$ cat src/logic/aabe_pkg.sv
// Types and constants shared by the execution unit for arithmetic,
// logic, multiply, compare, skip, jump, call and branch instructions.
// Assumes a single core clock and a synchronous active-low reset.
package aabe_pkg;

	// --------------------
	// Instruction codes
	// --------------------
	typedef enum logic [5:0] {
		OP_ADD, OP_ADD_CARRY, OP_ADD_IMMEDIATE_WORD,
		OP_SUBTRACT, OP_SUBTRACT_CONSTANT, OP_SUBTRACT_WITH_CARRY,
		OP_SUBTRACT_CONSTANT_WITH_CARRY, OP_SUBTRACT_IMMEDIATE_WORD,
		OP_AND, OP_AND_CONSTANT, OP_OR, OP_OR_CONSTANT,
		OP_EXCLUSIVE_OR_REGS, OP_SET_BITS_MASK, OP_CLEAR_BITS_MASK,
		OP_INCREMENT, OP_DECREMENT, OP_TEST_ZERO_MINUS,
		OP_MULTIPLY, OP_MULTIPLY_SIGNED, OP_MULTIPLY_SIGNED_UNSIGNED,
		OP_FRACTIONAL_MULTIPLY, OP_FRACTIONAL_MULTIPLY_SIGNED,
		OP_FRACTIONAL_MULTIPLY_MIXED,
		OP_RELATIVE_JUMP, OP_POINTER_JUMP, OP_DIRECT_JUMP,
		OP_RELATIVE_CALL, OP_POINTER_CALL, OP_DIRECT_CALL,
		OP_RETURN, OP_INTERRUPT_RETURN,
		OP_COMPARE_SKIP_EQUAL, OP_COMPARE, OP_COMPARE_WITH_CARRY,
		OP_COMPARE_IMMEDIATE,
		OP_SKIP_REG_BIT_CLEAR, OP_SKIP_REG_BIT_SET,
		OP_SKIP_IO_BIT_CLEAR, OP_SKIP_IO_BIT_SET,
		OP_BRANCH_STATUS_BIT_SET, OP_BRANCH_STATUS_BIT_CLEAR,
		OP_BRANCH_SIGNED_GE, OP_BRANCH_SIGNED_LT,
		OP_BRANCH_SAME_OR_HIGHER, OP_BRANCH_LOWER,
		OP_BRANCH_HALF_CARRY_SET, OP_BRANCH_HALF_CARRY_CLEAR
	} aabe_op_t;

	typedef enum logic [1:0] {
		ST_IDLE = 2'h1,
		ST_BUSY = 2'h2
	} aabe_fsm_t;

	// --------------------
	// Cycle counts
	// --------------------
	localparam logic [2:0] CYC_ONE   = 3'h1;
	localparam logic [2:0] CYC_TWO   = 3'h2;
	localparam logic [2:0] CYC_THREE = 3'h3;
	localparam logic [2:0] CYC_FOUR  = 3'h4;

	// --------------------
	// Values and register map
	// --------------------
	localparam logic [7:0]  BYTE_ZERO     = 8'h00;
	localparam logic [7:0]  BYTE_NEG_MIN  = 8'h80;
	localparam logic [7:0]  BYTE_POS_MAX  = 8'h7F;
	localparam logic [15:0] WORD_ZERO     = 16'h0000;
	localparam logic [15:0] PC_STEP_ONE   = 16'h0001;
	localparam logic [15:0] PC_STEP_TWO   = 16'h0002;
	localparam logic [7:0]  STATUS_RESET  = 8'h00;
	localparam logic [1:0]  REG_STATUS    = 2'h0;
	localparam logic [1:0]  REG_EXEC      = 2'h1;

	// --------------------
	// Carriers
	// --------------------
	typedef struct packed {
		logic i; logic t; logic h; logic s;
		logic v; logic n; logic z; logic c;
	} aabe_status_t;

	typedef struct packed {
		logic [3:0] reserved;
		logic [2:0] remaining;
		logic       busy;
	} aabe_exec_t;

	typedef struct packed {
		aabe_op_t    op;
		logic [7:0]  rd_val;
		logic [7:0]  rr_val;
		logic [7:0]  imm;
		logic [15:0] word_val;
		logic [5:0]  word_imm;
		logic [2:0]  bit_sel;
		logic [11:0] offset;
		logic [15:0] target;
		logic [15:0] z_ptr;
		logic [15:0] stack_addr;
		logic [15:0] pc;
		logic [7:0]  io_val;
		logic        next_two_words;
	} aabe_req_t;

	typedef struct packed {
		logic        done;
		logic        byte_we;
		logic [7:0]  byte_res;
		logic        word_we;
		logic [15:0] word_res;
		logic        prod_we;
		logic [15:0] product;
		logic        pc_load;
		logic [15:0] next_pc;
		logic        push;
		logic [15:0] push_addr;
		logic        pop;
	} aabe_rsp_t;

	typedef struct packed {
		logic [7:0] res;
		logic       h;
		logic       v;
		logic       c;
	} aabe_arith_t;

	typedef struct packed {
		aabe_fsm_t    fsm;
		logic [2:0]   cnt;
		logic         ready;
		aabe_rsp_t    rsp;
		aabe_rsp_t    pend;
		aabe_status_t status;
		aabe_status_t pend_status;
		logic [7:0]   rdata;
	} aabe_state_t;

endpackage

$ cat src/logic/aabe_exec.sv
// Execution unit: arithmetic, logic, multiply, compare, skip, jump,
// call, return and conditional branch instructions of an 8-bit core.
// Assumes the fetch stage and register file share ref_clk, hold a
// request stable while req_valid is high, and apply the results.
//
// Overview of operation
// - Add registers, optional carry, five flags
// - Subtract register or constant, optional carry
// - Word add/subtract immediate, two cycles
// - AND, OR, XOR set only Z,N,V
// - Set or clear bits by constant mask
// - Test register against itself, flags only
// - Multiply unsigned/signed/mixed into R1:R0, two cycles
// - Fractional multiply shifts product left once
// - Pointer jump loads PC from Z
// - Calls: relative/pointer three, direct four cycles
// - Compare equal skips next instruction
// - Compares update flags, store nothing
// - Skip on working register bit state
// - Skip on I/O register bit state
// - Status bit branch adds offset plus one
// - Signed branches use N xor V
// - Unsigned branches use carry flag
// - Half-carry branches on H flag
`timescale 1ns/1ps

module aabe_exec (
	input  wire logic                ref_clk,
	input  wire logic                reset_n,
	input  wire logic                req_valid,
	input  wire aabe_pkg::aabe_req_t req,
	output logic                     req_ready,
	output aabe_pkg::aabe_rsp_t      rsp,
	output aabe_pkg::aabe_status_t   status,
	input  wire logic [1:0]          reg_addr,
	input  wire logic [7:0]          reg_wdata,
	input  wire logic                reg_wr,
	input  wire logic                reg_rd,
	output logic [7:0]               reg_rdata
);

	// ------------------------------------------------------------
	// Helpers
	// ------------------------------------------------------------
	function automatic aabe_pkg::aabe_arith_t add8(
		input logic [7:0] a,
		input logic [7:0] b,
		input logic       ci
	);
		aabe_pkg::aabe_arith_t o;
		logic [8:0]            s;
		s = {1'h0, a} + {1'h0, b} + {8'h00, ci};
		o.res = s[7:0];
		o.c = s[8];
		o.h = (a[3] & b[3]) | (b[3] & ~o.res[3]) | (~o.res[3] & a[3]);
		o.v = (a[7] & b[7] & ~o.res[7]) | (~a[7] & ~b[7] & o.res[7]);
		return o;
	endfunction

	function automatic aabe_pkg::aabe_arith_t sub8(
		input logic [7:0] a,
		input logic [7:0] b,
		input logic       ci
	);
		aabe_pkg::aabe_arith_t o;
		logic [8:0]            s;
		s = {1'h0, a} - {1'h0, b} - {8'h00, ci};
		o.res = s[7:0];
		o.c = s[8];
		o.h = (~a[3] & b[3]) | (b[3] & o.res[3]) | (o.res[3] & ~a[3]);
		o.v = (a[7] & ~b[7] & ~o.res[7]) | (~a[7] & b[7] & o.res[7]);
		return o;
	endfunction

	aabe_pkg::aabe_state_t st_q;
	aabe_pkg::aabe_state_t st_d;

	// ------------------------------------------------------------
	// Next state
	// ------------------------------------------------------------
	always_comb begin
		aabe_pkg::aabe_arith_t  ar;
		aabe_pkg::aabe_status_t sr;
		aabe_pkg::aabe_rsp_t    rs;
		aabe_pkg::aabe_exec_t   ex;
		logic [7:0]             sv;
		logic [7:0]             res;
		logic [2:0]             cyc;
		logic [15:0]            wsum;
		logic [17:0]            prod;
		logic [8:0]             ma;
		logic [8:0]             mb;
		logic                   signed_a;
		logic                   signed_b;
		logic                   frac;
		logic                   take;
		logic                   skip;
		logic [15:0]            pc1;
		logic [15:0]            rel;
		logic [15:0]            skip_pc;
		logic [2:0]             skip_cyc;
		logic                   commit;

		st_d = st_q;
		ar = '0;
		sr = st_q.status;
		rs = '0;
		ex = '0;
		sv = st_q.status;
		res = aabe_pkg::BYTE_ZERO;
		cyc = aabe_pkg::CYC_ONE;
		wsum = aabe_pkg::WORD_ZERO;
		prod = '0;
		ma = '0;
		mb = '0;
		signed_a = 1'h0;
		signed_b = 1'h0;
		frac = 1'h0;
		take = 1'h0;
		skip = 1'h0;
		commit = 1'h0;
		pc1 = req.pc + aabe_pkg::PC_STEP_ONE;
		rel = pc1 + {{4{req.offset[11]}}, req.offset};
		skip_pc = pc1 + (req.next_two_words ? aabe_pkg::PC_STEP_TWO
			: aabe_pkg::PC_STEP_ONE);
		skip_cyc = req.next_two_words ? aabe_pkg::CYC_THREE
			: aabe_pkg::CYC_TWO;
		st_d.rsp = '0;

		rs.done = 1'h1;
		rs.pc_load = 1'h1;
		rs.next_pc = pc1;

		unique case (req.op)
		aabe_pkg::OP_ADD, aabe_pkg::OP_ADD_CARRY: begin
			ar = add8(req.rd_val, req.rr_val,
				(req.op == aabe_pkg::OP_ADD_CARRY) & st_q.status.c);
		end
		aabe_pkg::OP_SUBTRACT, aabe_pkg::OP_COMPARE: begin
			ar = sub8(req.rd_val, req.rr_val, 1'h0);
		end
		aabe_pkg::OP_SUBTRACT_CONSTANT, aabe_pkg::OP_COMPARE_IMMEDIATE: begin
			ar = sub8(req.rd_val, req.imm, 1'h0);
		end
		aabe_pkg::OP_SUBTRACT_WITH_CARRY,
		aabe_pkg::OP_COMPARE_WITH_CARRY: begin
			ar = sub8(req.rd_val, req.rr_val, st_q.status.c);
		end
		aabe_pkg::OP_SUBTRACT_CONSTANT_WITH_CARRY: begin
			ar = sub8(req.rd_val, req.imm, st_q.status.c);
		end
		aabe_pkg::OP_AND: begin
			res = req.rd_val & req.rr_val;
		end
		aabe_pkg::OP_TEST_ZERO_MINUS: begin
			res = req.rd_val & req.rd_val;
		end
		aabe_pkg::OP_AND_CONSTANT: begin
			res = req.rd_val & req.imm;
		end
		aabe_pkg::OP_OR: begin
			res = req.rd_val | req.rr_val;
		end
		aabe_pkg::OP_OR_CONSTANT, aabe_pkg::OP_SET_BITS_MASK: begin
			res = req.rd_val | req.imm;
		end
		aabe_pkg::OP_EXCLUSIVE_OR_REGS: begin
			res = req.rd_val ^ req.rr_val;
		end
		aabe_pkg::OP_CLEAR_BITS_MASK: begin
			res = req.rd_val & ~req.imm;
		end
		aabe_pkg::OP_INCREMENT: begin
			res = req.rd_val + aabe_pkg::PC_STEP_ONE[7:0];
		end
		aabe_pkg::OP_DECREMENT: begin
			res = req.rd_val - aabe_pkg::PC_STEP_ONE[7:0];
		end
		default: begin
		end
		endcase

		unique case (req.op)
		aabe_pkg::OP_ADD, aabe_pkg::OP_ADD_CARRY,
		aabe_pkg::OP_SUBTRACT, aabe_pkg::OP_SUBTRACT_CONSTANT,
		aabe_pkg::OP_SUBTRACT_WITH_CARRY,
		aabe_pkg::OP_SUBTRACT_CONSTANT_WITH_CARRY,
		aabe_pkg::OP_COMPARE, aabe_pkg::OP_COMPARE_IMMEDIATE,
		aabe_pkg::OP_COMPARE_WITH_CARRY: begin
			sr.h = ar.h;
			sr.v = ar.v;
			sr.n = ar.res[7];
			sr.c = ar.c;
			sr.z = (ar.res == aabe_pkg::BYTE_ZERO);
			if (req.op == aabe_pkg::OP_SUBTRACT_WITH_CARRY
				|| req.op == aabe_pkg::OP_SUBTRACT_CONSTANT_WITH_CARRY
				|| req.op == aabe_pkg::OP_COMPARE_WITH_CARRY) begin
				sr.z = sr.z & st_q.status.z;
			end
			rs.byte_we = (req.op != aabe_pkg::OP_COMPARE)
				&& (req.op != aabe_pkg::OP_COMPARE_IMMEDIATE)
				&& (req.op != aabe_pkg::OP_COMPARE_WITH_CARRY);
			rs.byte_res = ar.res;
		end
		aabe_pkg::OP_AND, aabe_pkg::OP_AND_CONSTANT, aabe_pkg::OP_OR,
		aabe_pkg::OP_OR_CONSTANT, aabe_pkg::OP_EXCLUSIVE_OR_REGS,
		aabe_pkg::OP_SET_BITS_MASK, aabe_pkg::OP_CLEAR_BITS_MASK,
		aabe_pkg::OP_TEST_ZERO_MINUS, aabe_pkg::OP_INCREMENT,
		aabe_pkg::OP_DECREMENT: begin
			sr.z = (res == aabe_pkg::BYTE_ZERO);
			sr.n = res[7];
			sr.v = 1'h0;
			if (req.op == aabe_pkg::OP_INCREMENT) begin
				sr.v = (res == aabe_pkg::BYTE_NEG_MIN);
			end
			if (req.op == aabe_pkg::OP_DECREMENT) begin
				sr.v = (res == aabe_pkg::BYTE_POS_MAX);
			end
			rs.byte_we = (req.op != aabe_pkg::OP_TEST_ZERO_MINUS);
			rs.byte_res = res;
		end
		aabe_pkg::OP_ADD_IMMEDIATE_WORD: begin
			wsum = req.word_val + {10'h000, req.word_imm};
			sr.v = ~req.word_val[15] & wsum[15];
			sr.c = req.word_val[15] & ~wsum[15];
			cyc = aabe_pkg::CYC_TWO;
		end
		aabe_pkg::OP_SUBTRACT_IMMEDIATE_WORD: begin
			wsum = req.word_val - {10'h000, req.word_imm};
			sr.v = req.word_val[15] & ~wsum[15];
			sr.c = wsum[15] & ~req.word_val[15];
			cyc = aabe_pkg::CYC_TWO;
		end
		aabe_pkg::OP_MULTIPLY, aabe_pkg::OP_MULTIPLY_SIGNED,
		aabe_pkg::OP_MULTIPLY_SIGNED_UNSIGNED,
		aabe_pkg::OP_FRACTIONAL_MULTIPLY,
		aabe_pkg::OP_FRACTIONAL_MULTIPLY_SIGNED,
		aabe_pkg::OP_FRACTIONAL_MULTIPLY_MIXED: begin
			signed_a = (req.op != aabe_pkg::OP_MULTIPLY)
				&& (req.op != aabe_pkg::OP_FRACTIONAL_MULTIPLY);
			signed_b = (req.op == aabe_pkg::OP_MULTIPLY_SIGNED)
				|| (req.op == aabe_pkg::OP_FRACTIONAL_MULTIPLY_SIGNED);
			frac = (req.op == aabe_pkg::OP_FRACTIONAL_MULTIPLY)
				|| (req.op == aabe_pkg::OP_FRACTIONAL_MULTIPLY_SIGNED)
				|| (req.op == aabe_pkg::OP_FRACTIONAL_MULTIPLY_MIXED);
			ma = {signed_a & req.rd_val[7], req.rd_val};
			mb = {signed_b & req.rr_val[7], req.rr_val};
			prod = $signed(ma) * $signed(mb);
			sr.c = prod[15];
			rs.product = frac ? {prod[14:0], 1'h0} : prod[15:0];
			sr.z = (rs.product == aabe_pkg::WORD_ZERO);
			rs.prod_we = 1'h1;
			cyc = aabe_pkg::CYC_TWO;
		end
		aabe_pkg::OP_RELATIVE_JUMP: begin
			rs.next_pc = rel;
			cyc = aabe_pkg::CYC_TWO;
		end
		aabe_pkg::OP_POINTER_JUMP: begin
			rs.next_pc = req.z_ptr;
			cyc = aabe_pkg::CYC_TWO;
		end
		aabe_pkg::OP_DIRECT_JUMP: begin
			rs.next_pc = req.target;
			cyc = aabe_pkg::CYC_THREE;
		end
		aabe_pkg::OP_RELATIVE_CALL, aabe_pkg::OP_POINTER_CALL: begin
			rs.next_pc = (req.op == aabe_pkg::OP_POINTER_CALL)
				? req.z_ptr : rel;
			rs.push = 1'h1;
			rs.push_addr = pc1;
			cyc = aabe_pkg::CYC_THREE;
		end
		aabe_pkg::OP_DIRECT_CALL: begin
			rs.next_pc = req.target;
			rs.push = 1'h1;
			rs.push_addr = req.pc + aabe_pkg::PC_STEP_TWO;
			cyc = aabe_pkg::CYC_FOUR;
		end
		aabe_pkg::OP_RETURN, aabe_pkg::OP_INTERRUPT_RETURN: begin
			rs.next_pc = req.stack_addr;
			rs.pop = 1'h1;
			if (req.op == aabe_pkg::OP_INTERRUPT_RETURN) begin
				sr.i = 1'h1;
			end
			cyc = aabe_pkg::CYC_FOUR;
		end
		aabe_pkg::OP_COMPARE_SKIP_EQUAL, aabe_pkg::OP_SKIP_REG_BIT_CLEAR,
		aabe_pkg::OP_SKIP_REG_BIT_SET, aabe_pkg::OP_SKIP_IO_BIT_CLEAR,
		aabe_pkg::OP_SKIP_IO_BIT_SET: begin
			unique case (req.op)
			aabe_pkg::OP_COMPARE_SKIP_EQUAL:
				skip = (req.rd_val == req.rr_val);
			aabe_pkg::OP_SKIP_REG_BIT_CLEAR:
				skip = ~req.rr_val[req.bit_sel];
			aabe_pkg::OP_SKIP_REG_BIT_SET:
				skip = req.rr_val[req.bit_sel];
			aabe_pkg::OP_SKIP_IO_BIT_CLEAR:
				skip = ~req.io_val[req.bit_sel];
			default:
				skip = req.io_val[req.bit_sel];
			endcase
			if (skip) begin
				rs.next_pc = skip_pc;
				cyc = skip_cyc;
			end
		end
		default: begin
			unique case (req.op)
			aabe_pkg::OP_BRANCH_STATUS_BIT_SET:
				take = sv[req.bit_sel];
			aabe_pkg::OP_BRANCH_STATUS_BIT_CLEAR:
				take = ~sv[req.bit_sel];
			aabe_pkg::OP_BRANCH_SIGNED_GE:
				take = ~(st_q.status.n ^ st_q.status.v);
			aabe_pkg::OP_BRANCH_SIGNED_LT:
				take = st_q.status.n ^ st_q.status.v;
			aabe_pkg::OP_BRANCH_SAME_OR_HIGHER:
				take = ~st_q.status.c;
			aabe_pkg::OP_BRANCH_LOWER:
				take = st_q.status.c;
			aabe_pkg::OP_BRANCH_HALF_CARRY_SET:
				take = st_q.status.h;
			default:
				take = ~st_q.status.h;
			endcase
			if (take) begin
				rs.next_pc = rel;
				cyc = aabe_pkg::CYC_TWO;
			end
		end
		endcase

		if (req.op == aabe_pkg::OP_ADD_IMMEDIATE_WORD
			|| req.op == aabe_pkg::OP_SUBTRACT_IMMEDIATE_WORD) begin
			sr.n = wsum[15];
			sr.z = (wsum == aabe_pkg::WORD_ZERO);
			sr.s = sr.n ^ sr.v;
			rs.word_we = 1'h1;
			rs.word_res = wsum;
		end

		// --------------------------------------------------------
		// Sequencing
		// --------------------------------------------------------
		unique case (st_q.fsm)
		aabe_pkg::ST_IDLE: begin
			if (req_valid) begin
				if (cyc == aabe_pkg::CYC_ONE) begin
					st_d.rsp = rs;
					st_d.status = sr;
					commit = 1'h1;
				end else begin
					st_d.pend = rs;
					st_d.pend_status = sr;
					st_d.cnt = cyc - aabe_pkg::CYC_ONE;
					st_d.fsm = aabe_pkg::ST_BUSY;
				end
			end
		end
		aabe_pkg::ST_BUSY: begin
			st_d.cnt = st_q.cnt - aabe_pkg::CYC_ONE;
			if (st_q.cnt == aabe_pkg::CYC_ONE) begin
				st_d.rsp = st_q.pend;
				st_d.status = st_q.pend_status;
				st_d.fsm = aabe_pkg::ST_IDLE;
				commit = 1'h1;
			end
		end
		endcase

		// Flag updates by an instruction win over a software write.
		if (reg_wr && reg_addr == aabe_pkg::REG_STATUS && !commit) begin
			st_d.status = reg_wdata;
		end

		ex.busy = (st_q.fsm == aabe_pkg::ST_BUSY);
		ex.remaining = st_q.cnt;
		st_d.rdata = aabe_pkg::BYTE_ZERO;
		if (reg_rd) begin
			if (reg_addr == aabe_pkg::REG_STATUS) begin
				st_d.rdata = st_q.status;
			end else if (reg_addr == aabe_pkg::REG_EXEC) begin
				st_d.rdata = ex;
			end
		end

		st_d.ready = (st_d.fsm == aabe_pkg::ST_IDLE);
	end

	// ------------------------------------------------------------
	// State register
	// ------------------------------------------------------------
	always_ff @(posedge ref_clk) begin
		if (!reset_n) begin
			st_q <= '0;
			st_q.fsm <= aabe_pkg::ST_IDLE;
			st_q.ready <= 1'h1;
			st_q.status <= aabe_pkg::STATUS_RESET;
		end else begin
			st_q <= st_d;
		end
	end

	assign req_ready = st_q.ready;
	assign rsp = st_q.rsp;
	assign status = st_q.status;
	assign reg_rdata = st_q.rdata;

endmodule

$ cat config.mk
export PLATFORM = sky130hd
export DESIGN_NAME = aabe_exec
export DESIGN_NICKNAME = d
export VERILOG_FILES = /design/src/logic/aabe_pkg.sv /design/src/logic/aabe_exec.sv
export SDC_FILE = /design/constraint.sdc
export NUM_CORES = 1
export LEC_CHECK = 0
export BUFFER_PORTS_ARGS = -buffer_cell sky130_fd_sc_hd__buf_2
export CAP_MARGIN = 0
export CORE_MARGIN = 5
export CORE_UTILIZATION = 44
export CTS_CLUSTER_DIAMETER = 40
export DETAILED_ROUTE_END_ITERATION = 8
export GPL_TIMING_DRIVEN = 1
export PLACE_DENSITY = 0.74
export SYNTH_ARGS = -nofsm -noshare
export SYNTH_HDL_FRONTEND = slang
export SYNTH_SLANG_ARGS = --single-unit
$ cat constraint.sdc
create_clock -name ref_clk -period 18.7 [get_ports ref_clk]
set_input_delay 0.935 -clock ref_clk [delete_from_list [all_inputs] [get_ports ref_clk]]
set_output_delay 0.935 -clock ref_clk [all_outputs]
set_load 0.03 [all_outputs]
==> results of run 1 <==
-- per-stage QoR --
step                util (%)  cells  cell area, sq um  worst slack [ps]  power, mW
detailed placement     46.40   2871             18860             10090      1.141
global placement       46.40   2871             18860             10350      1.123
global route           48.00   2908             19510             10080      1.641
floorplan                  -   2291             18020             11350     0.9646
finish                 48.00   2909             19510             10490      1.528
CTS                    47.97   2903             19500             10540      1.530
-- cells in the final DEF (no fill, tap or decap), types with 16 or more instances in the layout --
| cell type | instances |
|---|---|
| buf_2 | 249 |
| nand2_1 | 240 |
| dfxtp_1 | 186 |
| inv_1 | 154 |
| nor2_1 | 151 |
| ha_1 | 111 |
| o21ai_0 | 108 |
| a21oi_1 | 99 |
| nor2b_1 | 81 |
| fa_1 | 75 |
| and2_1 | 70 |
| nand3_1 | 57 |
| nor3_1 | 54 |
| xnor2_1 | 53 |
| a22oi_1 | 49 |
| a21boi_0 | 36 |
| o22ai_1 | 32 |
| mux2i_1 | 31 |
| xor2_1 | 28 |
| a31oi_1 | 26 |
| o211ai_1 | 25 |
| a221oi_1 | 23 |
| a211oi_1 | 22 |
| nand2b_1 | 21 |
| o211a_1 | 20 |
| a221o_1 | 20 |
| o21a_1 | 19 |
| a21o_1 | 18 |
| clkbuf_16 | 17 |
| buf_4 | 17 |
| and3_1 | 16 |
-- cell families (layout without fill, tap and decap cells) --
kind of cell,Yosys count,count (layout),share of synthesized area (%)
other cells,0,6,0
buf+inv,376,456,10.11
fa+ha+maj,186,186,16.03
mux,41,41,2.721
xor+xnor,81,81,3.936
compound gates,626,626,24.55
simple gates,795,795,21.98
flops,186,186,20.66
-- metal layers --
metal	vias up	track usage, %	routed length, um
met5	-	0	55
met4	2	8.497	1877
met2	867	39.85	27430
met1	8457	36.63	26330
li1	8184	-	-
met3	134	4.796	5285
-- flip-flops by register name (all words and copies together) (netlist names) --
signal	count
st_q	91
rsp	78
reg_rdata	8
status	8
req_ready	1
-- layout make-up --
type | count | area, sq um
Timing Repair Buffer | 266 | 1374
Clock inverter | 15 | 209.0
Sequential cell | 186 | 3724
Clock buffer | 17 | 425.4
Multi-Input combinational cell | 1729 | 12510
Tap cell | 532 | 665.6
Inverter | 158 | 593.1
Fill cell | 3962 | 21140
Antenna cell | 6 | 15.01
-- Yosys cell counts (10+ instances only) --
cell type / number / area share [%]
nand2b_1: 21 / 0.73
buf_1: 14 / 0.29
o21ai_0: 108 / 3.0
o211ai_1: 25 / 1.0
a211oi_1: 23 / 0.96
o22ai_1: 32 / 1.1
dfxtp_1: 186 / 21
fa_1: 75 / 8.3
nand3_1: 57 / 1.6
nor4_1: 14 / 0.49
o221ai_1: 13 / 0.63
and3_1: 16 / 0.56
mux2i_1: 31 / 1.7
xnor2_1: 53 / 2.6
o21a_1: 19 / 0.79
buf_2: 29 / 0.81
nor2b_1: 81 / 2.8
a31oi_1: 26 / 0.90
nor2_1: 154 / 3.2
o31ai_1: 14 / 0.58
nand2_1: 240 / 5.0
or2_2: 10 / 0.35
nand4_1: 15 / 0.52
or3_1: 11 / 0.38
a21oi_1: 99 / 2.7
o22a_1: 11 / 0.53
a21boi_0: 36 / 1.5
buf_4: 96 / 4.0
a221o_1: 20 / 1.1
ha_1: 111 / 7.7
and2_1: 70 / 2.4
xor2_1: 28 / 1.4
a22oi_1: 49 / 2.0
a21o_1: 18 / 0.75
a221oi_1: 23 / 1.1
o21bai_1: 10 / 0.42
inv_1: 154 / 3.2
clkbuf_1: 77 / 1.6
o211a_1: 20 / 1.1
nor3_1: 55 / 1.5
-- power groups by stage --
stage          sequential (mW)  combinational [mW]  clock [mW]
2_1_floorplan            0.431               0.533           0
3_3_place_gp             0.435               0.688           0
3_5_place_dp             0.436               0.706           0
4_1_cts                  0.426               0.715       0.389
5_1_grt                  0.428               0.807       0.406
6_report                 0.426               0.717       0.384
-- worst min-delay path: stages (launching register included) --
cell and delay (ps):
dfxtp_1 320, nand2_1 50, a21boi_1 50
-- worst max path at each step --
stage | start | end | slack, ps | cells past startpoint
6_report | req[135] | status[1] | 10490 | 25
3_5_place_dp | req[135] | status[1] | 10090 | 25
4_1_cts | req[135] | status[1] | 10540 | 25
3_3_place_gp | req[135] | status[1] | 10350 | 25
5_1_grt | req[135] | status[1] | 10080 | 25
2_1_floorplan | req[139] | status[1] | 11350 | 25
==> impl_metrics.env, run 1 <==
export IMPL_cp_top_family="adder cells"
export IMPL_crit_type="in2reg"
export IMPL_whs_endpoint="st_q[47]"
export IMPL_fin_crit_ps=8213
export IMPL_vias=17640
export IMPL_synthFlopType="dfxtp_1"
export IMPL_p_per_area_mw_per_mm2=78.32
export IMPL_pwr_share_comb_pct=46.9
export IMPL_hold_violations=0
export IMPL_min_path_cells=2
export IMPL_wl_per_cell_um=20.96
export IMPL_rows=74
export IMPL_worstPathRequired_ps=19070
export IMPL_yosysSeqAreaShare_pct=20.66
export IMPL_drt_wl_total_um=60970
export IMPL_synth_area_sq_mm=0.01802
export IMPL_drv_cap=0
export IMPL_antenna_found_initial=7
export IMPL_synth_cells=2291
export IMPL_synthArstFlopShare_pct=0
export IMPL_synth_warnings=0
export IMPL_area_growth_pct=8.246
export IMPL_synth_edff_count=0
export IMPL_setup_viol=0
export IMPL_ys_ff_latch=186
export IMPL_cts_setup_buffers=0
export IMPL_skew_ps=31.34
export IMPL_drt_pass1_iter_count=7
export IMPL_ant_nets=0
export IMPL_cts_buffers=17
export IMPL_htreeDepth=4
export IMPL_net_switching_power_mw=0.6497
export IMPL_cpMostUsedCell="fa_1"
export IMPL_start_util_pct=44.35
export IMPL_num_io_pins=251
export IMPL_synthesis_nets=2632
export IMPL_min_delay_start="st_q[47]"
export IMPL_cts_repair_resize_count=0
export IMPL_track_usage_pct=25.84
export IMPL_coreArea_sq_mm=0.04065
export IMPL_max_stage_delay_ps=580
export IMPL_grt_pass1_vias=16480
export IMPL_cts_tree="yes"
export IMPL_p_seq_share_pct=27.9
export IMPL_worst_setup_path_end_kind="register"
export IMPL_reg2reg_depth=18
export IMPL_cts_hold_buffers=0
export IMPL_worstReg2RegStart="status[0]"
export IMPL_layout_drive_gt1_share_pct=14.76
export IMPL_cts_sinks=186
export IMPL_via_per_inst=6.065
export IMPL_die_w_um=212.4
export IMPL_grt_first_pass_wirelength_um=93030
export IMPL_ctsRootBufferMaster="clkbuf_16"
export IMPL_dieArea_sq_mm=0.04511
export IMPL_drt_iter0_drc=2030
export IMPL_fmax_mhz=121.8
export IMPL_rrSetupSlack_ps=13430
export IMPL_cp_arrival_ps=8580
export IMPL_clk_pin_slew_ps=80
export IMPL_grt_ovfl_total=0
export IMPL_irDropWorstVdd_v=0.00006701
export IMPL_timing_rr_end="status[4]"
export IMPL_ctsLongestPathBuffers=2
export IMPL_yosysUniqueCellTypes=92
export IMPL_p_int_mw=0.8783
export IMPL_hold_ws_ps=459.9
export IMPL_switching_share_pct=42.52
export IMPL_rsz0062_at_grt="false"
export IMPL_p_clk_share_pct=25.1
export IMPL_worst_skew_pair_late_latency_ps=470
export IMPL_hold_path_class="reg2reg"
export IMPL_crit_path_start_kind="input pin"
export IMPL_port_buffers=250
export IMPL_grt_max_degree=97
export IMPL_avgSynthCellArea_sq_um=7.868
export IMPL_timing_final_crit_share_pct=43.92
export IMPL_tightest_slew_ps=1335
export IMPL_dp_hpwl_um=47440
export IMPL_maxSlewViolCount=0
export IMPL_gp_congestion=1.002
export IMPL_dieHeight_um=212.4
export IMPL_status="completed"
export IMPL_leakagePower_nw=8.305
export IMPL_slowest_stage="a21oi_1"
export IMPL_crit_fanout=31
export IMPL_nNetsFinal=2699
export IMPL_tns_ps=0
export IMPL_path_buf_inv=4
export IMPL_slew_limit_headroom_pct=10.66
export IMPL_drc_errors=0
No activity file was read; power rests on OpenSTA's default activity.
==> run 2: changes to the inputs <==
==> constraint.sdc (replaced) <==
create_clock -name ref_clk -period 8 [get_ports ref_clk]
set_input_delay 0.4 -clock ref_clk [delete_from_list [all_inputs] [get_ports ref_clk]]
set_output_delay 0.4 -clock ref_clk [all_outputs]
set_load 0.03 [all_outputs]
==> run 2 against run 1 <==
Setup slack got worse by 9500 ps. Largest cell class unchanged. Critical path depth unchanged. Die area unchanged. Worst hold slack got worse by 190 ps. Combinational power increased by 140%. Sequential share of layout area decreased by 0.097 points. Sequential power increased by 130%.
==> impl_metrics.env, run 2 (synthesis results as in run 1) <==
export IMPL_status="completed"
export IMPL_cts_buffers=17
export IMPL_top_register="st_q"
export IMPL_port_buffers=250
export IMPL_ant_nets=0
export IMPL_slew_limit_headroom_pct=13.84
export IMPL_worst_skew_pair_late_latency_ps=470
export IMPL_cts_setup_buffers=0
export IMPL_dieArea_sq_mm=0.04511
export IMPL_cts_tree="yes"
export IMPL_drt_wl_total_um=61380
export IMPL_num_io_pins=251
export IMPL_gp_congestion=0.9976
export IMPL_clk_pin_slew_ps=80
export IMPL_fin_crit_ps=6984
export IMPL_htreeDepth=4
export IMPL_drt_iter0_drc=1872
export IMPL_setup_viol=0
export IMPL_maxSlewViolCount=0
export IMPL_worstPathRequired_ps=8400
export IMPL_cp_arrival_ps=7380
export IMPL_nNetsFinal=2713
export IMPL_ctsLongestPathBuffers=2
export IMPL_grt_max_degree=95
export IMPL_rows=74
export IMPL_wl_per_cell_um=21.00
export IMPL_cts_sinks=186
export IMPL_crit_path_start_kind="input pin"
export IMPL_grt_pass1_vias=16530
export IMPL_net_switching_power_mw=1.527
export IMPL_cts_hold_buffers=0
export IMPL_ctsRootBufferMaster="clkbuf_16"
export IMPL_hold_violations=0
export IMPL_layout_commonest_cell="buf_2"
export IMPL_switching_share_pct=42.56
export IMPL_antenna_found_initial=6
export IMPL_drv_cap=0
export IMPL_vias=17780
export IMPL_final_cell_mix="buf_2 (249), nand2_1 (240), dfxtp_1 (186), inv_1 (154), nor2_1 (151)"
export IMPL_drt_pass1_iter_count=6
export IMPL_drc_errors=0
export IMPL_cpMostUsedCell="fa_1"
export IMPL_cp_top_family="adder cells"
export IMPL_worst_setup_path_end_kind="register"
export IMPL_setup_ws_ps=1016
export IMPL_tightest_slew_ps=1290
export IMPL_dieHeight_um=212.4
export IMPL_p_clk_share_pct=24.9
export IMPL_timing_final_crit_share_pct=87.30
export IMPL_start_util_pct=44.35
export IMPL_p_seq_share_pct=27.9
export IMPL_crit_type="in2reg"
export IMPL_dp_hpwl_um=47990
export IMPL_dpl_worst_slack_ps=621.0
export IMPL_largest_reg_flops=91
export IMPL_p_int_mw=2.061
export IMPL_tns_ps=0
export IMPL_skew_ps=25.81
export IMPL_max_stage_delay_ps=570
export IMPL_pwr_share_comb_pct=47.2
export IMPL_grt_ovfl_total=0
export IMPL_area_growth_pct=8.802
export IMPL_slowest_stage="fa_1"
export IMPL_p_per_area_mw_per_mm2=183.0
export IMPL_cts_repair_resize_count=0
export IMPL_crit_fanout=6
export IMPL_leakagePower_nw=8.372
export IMPL_path_buf_inv=4
export IMPL_irDropWorstVdd_v=0.0001654
export IMPL_hold_path_class="in2reg"
export IMPL_grt_first_pass_wirelength_um=93640
export IMPL_die_w_um=212.4
export IMPL_rsz0062_at_grt="false"
export IMPL_track_usage_pct=25.99
export IMPL_via_per_inst=6.083
export IMPL_coreArea_sq_mm=0.04065
export IMPL_layout_drive_gt1_share_pct=15.26
export IMPL_fmax_mhz=143.2
## run 2: cell count changes in the layout (fill, tap and decap cells not counted)
cell / delta
clkinv_4: +1
inv_8: +1
clkinv_8: -2
buf_4: +14
inv_12: +1
inv_6: -1
## run 2: layout make-up
class,instances,area [sq um]
clock buffers,17,425.4
multi-input cells,1729,12510
fillers,3958,21040
well taps,532,665.6
inverters,158,593.1
flip-flops and latches,186,3724
repair buffers,280,1479
diodes,6,15.01
clock inverters,15,203.9
## run 2: per-stage QoR
step | power (mW) | hold slack, ps | instance area [sq um] | utilization (%) | cells
finish | 3.588 | 269.2 | 19610 | 48.25 | 2923
global placement | 2.631 | 440.7 | 18970 | 46.66 | 2885
CTS | 3.580 | 265.2 | 19600 | 48.21 | 2917
floorplan | 2.255 | 434.7 | 18020 | - | 2291
detailed placement | 2.676 | 452.2 | 18970 | 46.66 | 2885
global route | 3.835 | 280.5 | 19610 | 48.24 | 2922
## run 2: worst register-to-register path, cell delays in order, from the launching register on
cell and delay, ps:
dfxtp_1 550, mux4_2 550, mux2i_1 180, xnor2_1 150, nand2_1 80, nand3_1 100
o21a_1 900, nand2_1 160, and3_1 240, inv_1 70, ha_1 170, nand2_1 100
nand2_1 210, or2_2 600, buf_4 590, o21ai_0 190, and2_1 180
## run 2: metal layers
layer | share of wire (%) | global-route usage, % | up-vias | routed length [um]
li1 | - | - | 8231 | -
met1 | 43 | 37.10 | 8557 | 26570
met2 | 46 | 40.91 | 883 | 27990
met3 | 8.3 | 3.217 | 109 | 5095
met4 | 2.8 | 8.718 | 2 | 1711
met5 | 0.018 | 0 | - | 11
## run 2: path summary, 6_finish.rpt
path,startpoint,endpoint,slack (ps),cells past startpoint
max,req[139],status[1],1020,25
min,reg_wdata[3],status[3],270,3
min reg2reg,st_q[47],st_q[47],460,2
max reg2reg,status[0],st_q[31],2890,16
## run 2: power groups by stage
| stage | Clock, mW | Sequential (mW) | Combinational [mW] |
|---|---|---|---|
| 6_report | 0.894 | 1.00 | 1.69 |
| 5_1_grt | 0.950 | 1.00 | 1.88 |
| 4_1_cts | 0.910 | 0.999 | 1.67 |
| 3_5_place_dp | 0 | 1.02 | 1.65 |
| 3_3_place_gp | 0 | 1.02 | 1.61 |
| 2_1_floorplan | 0 | 1.01 | 1.25 |
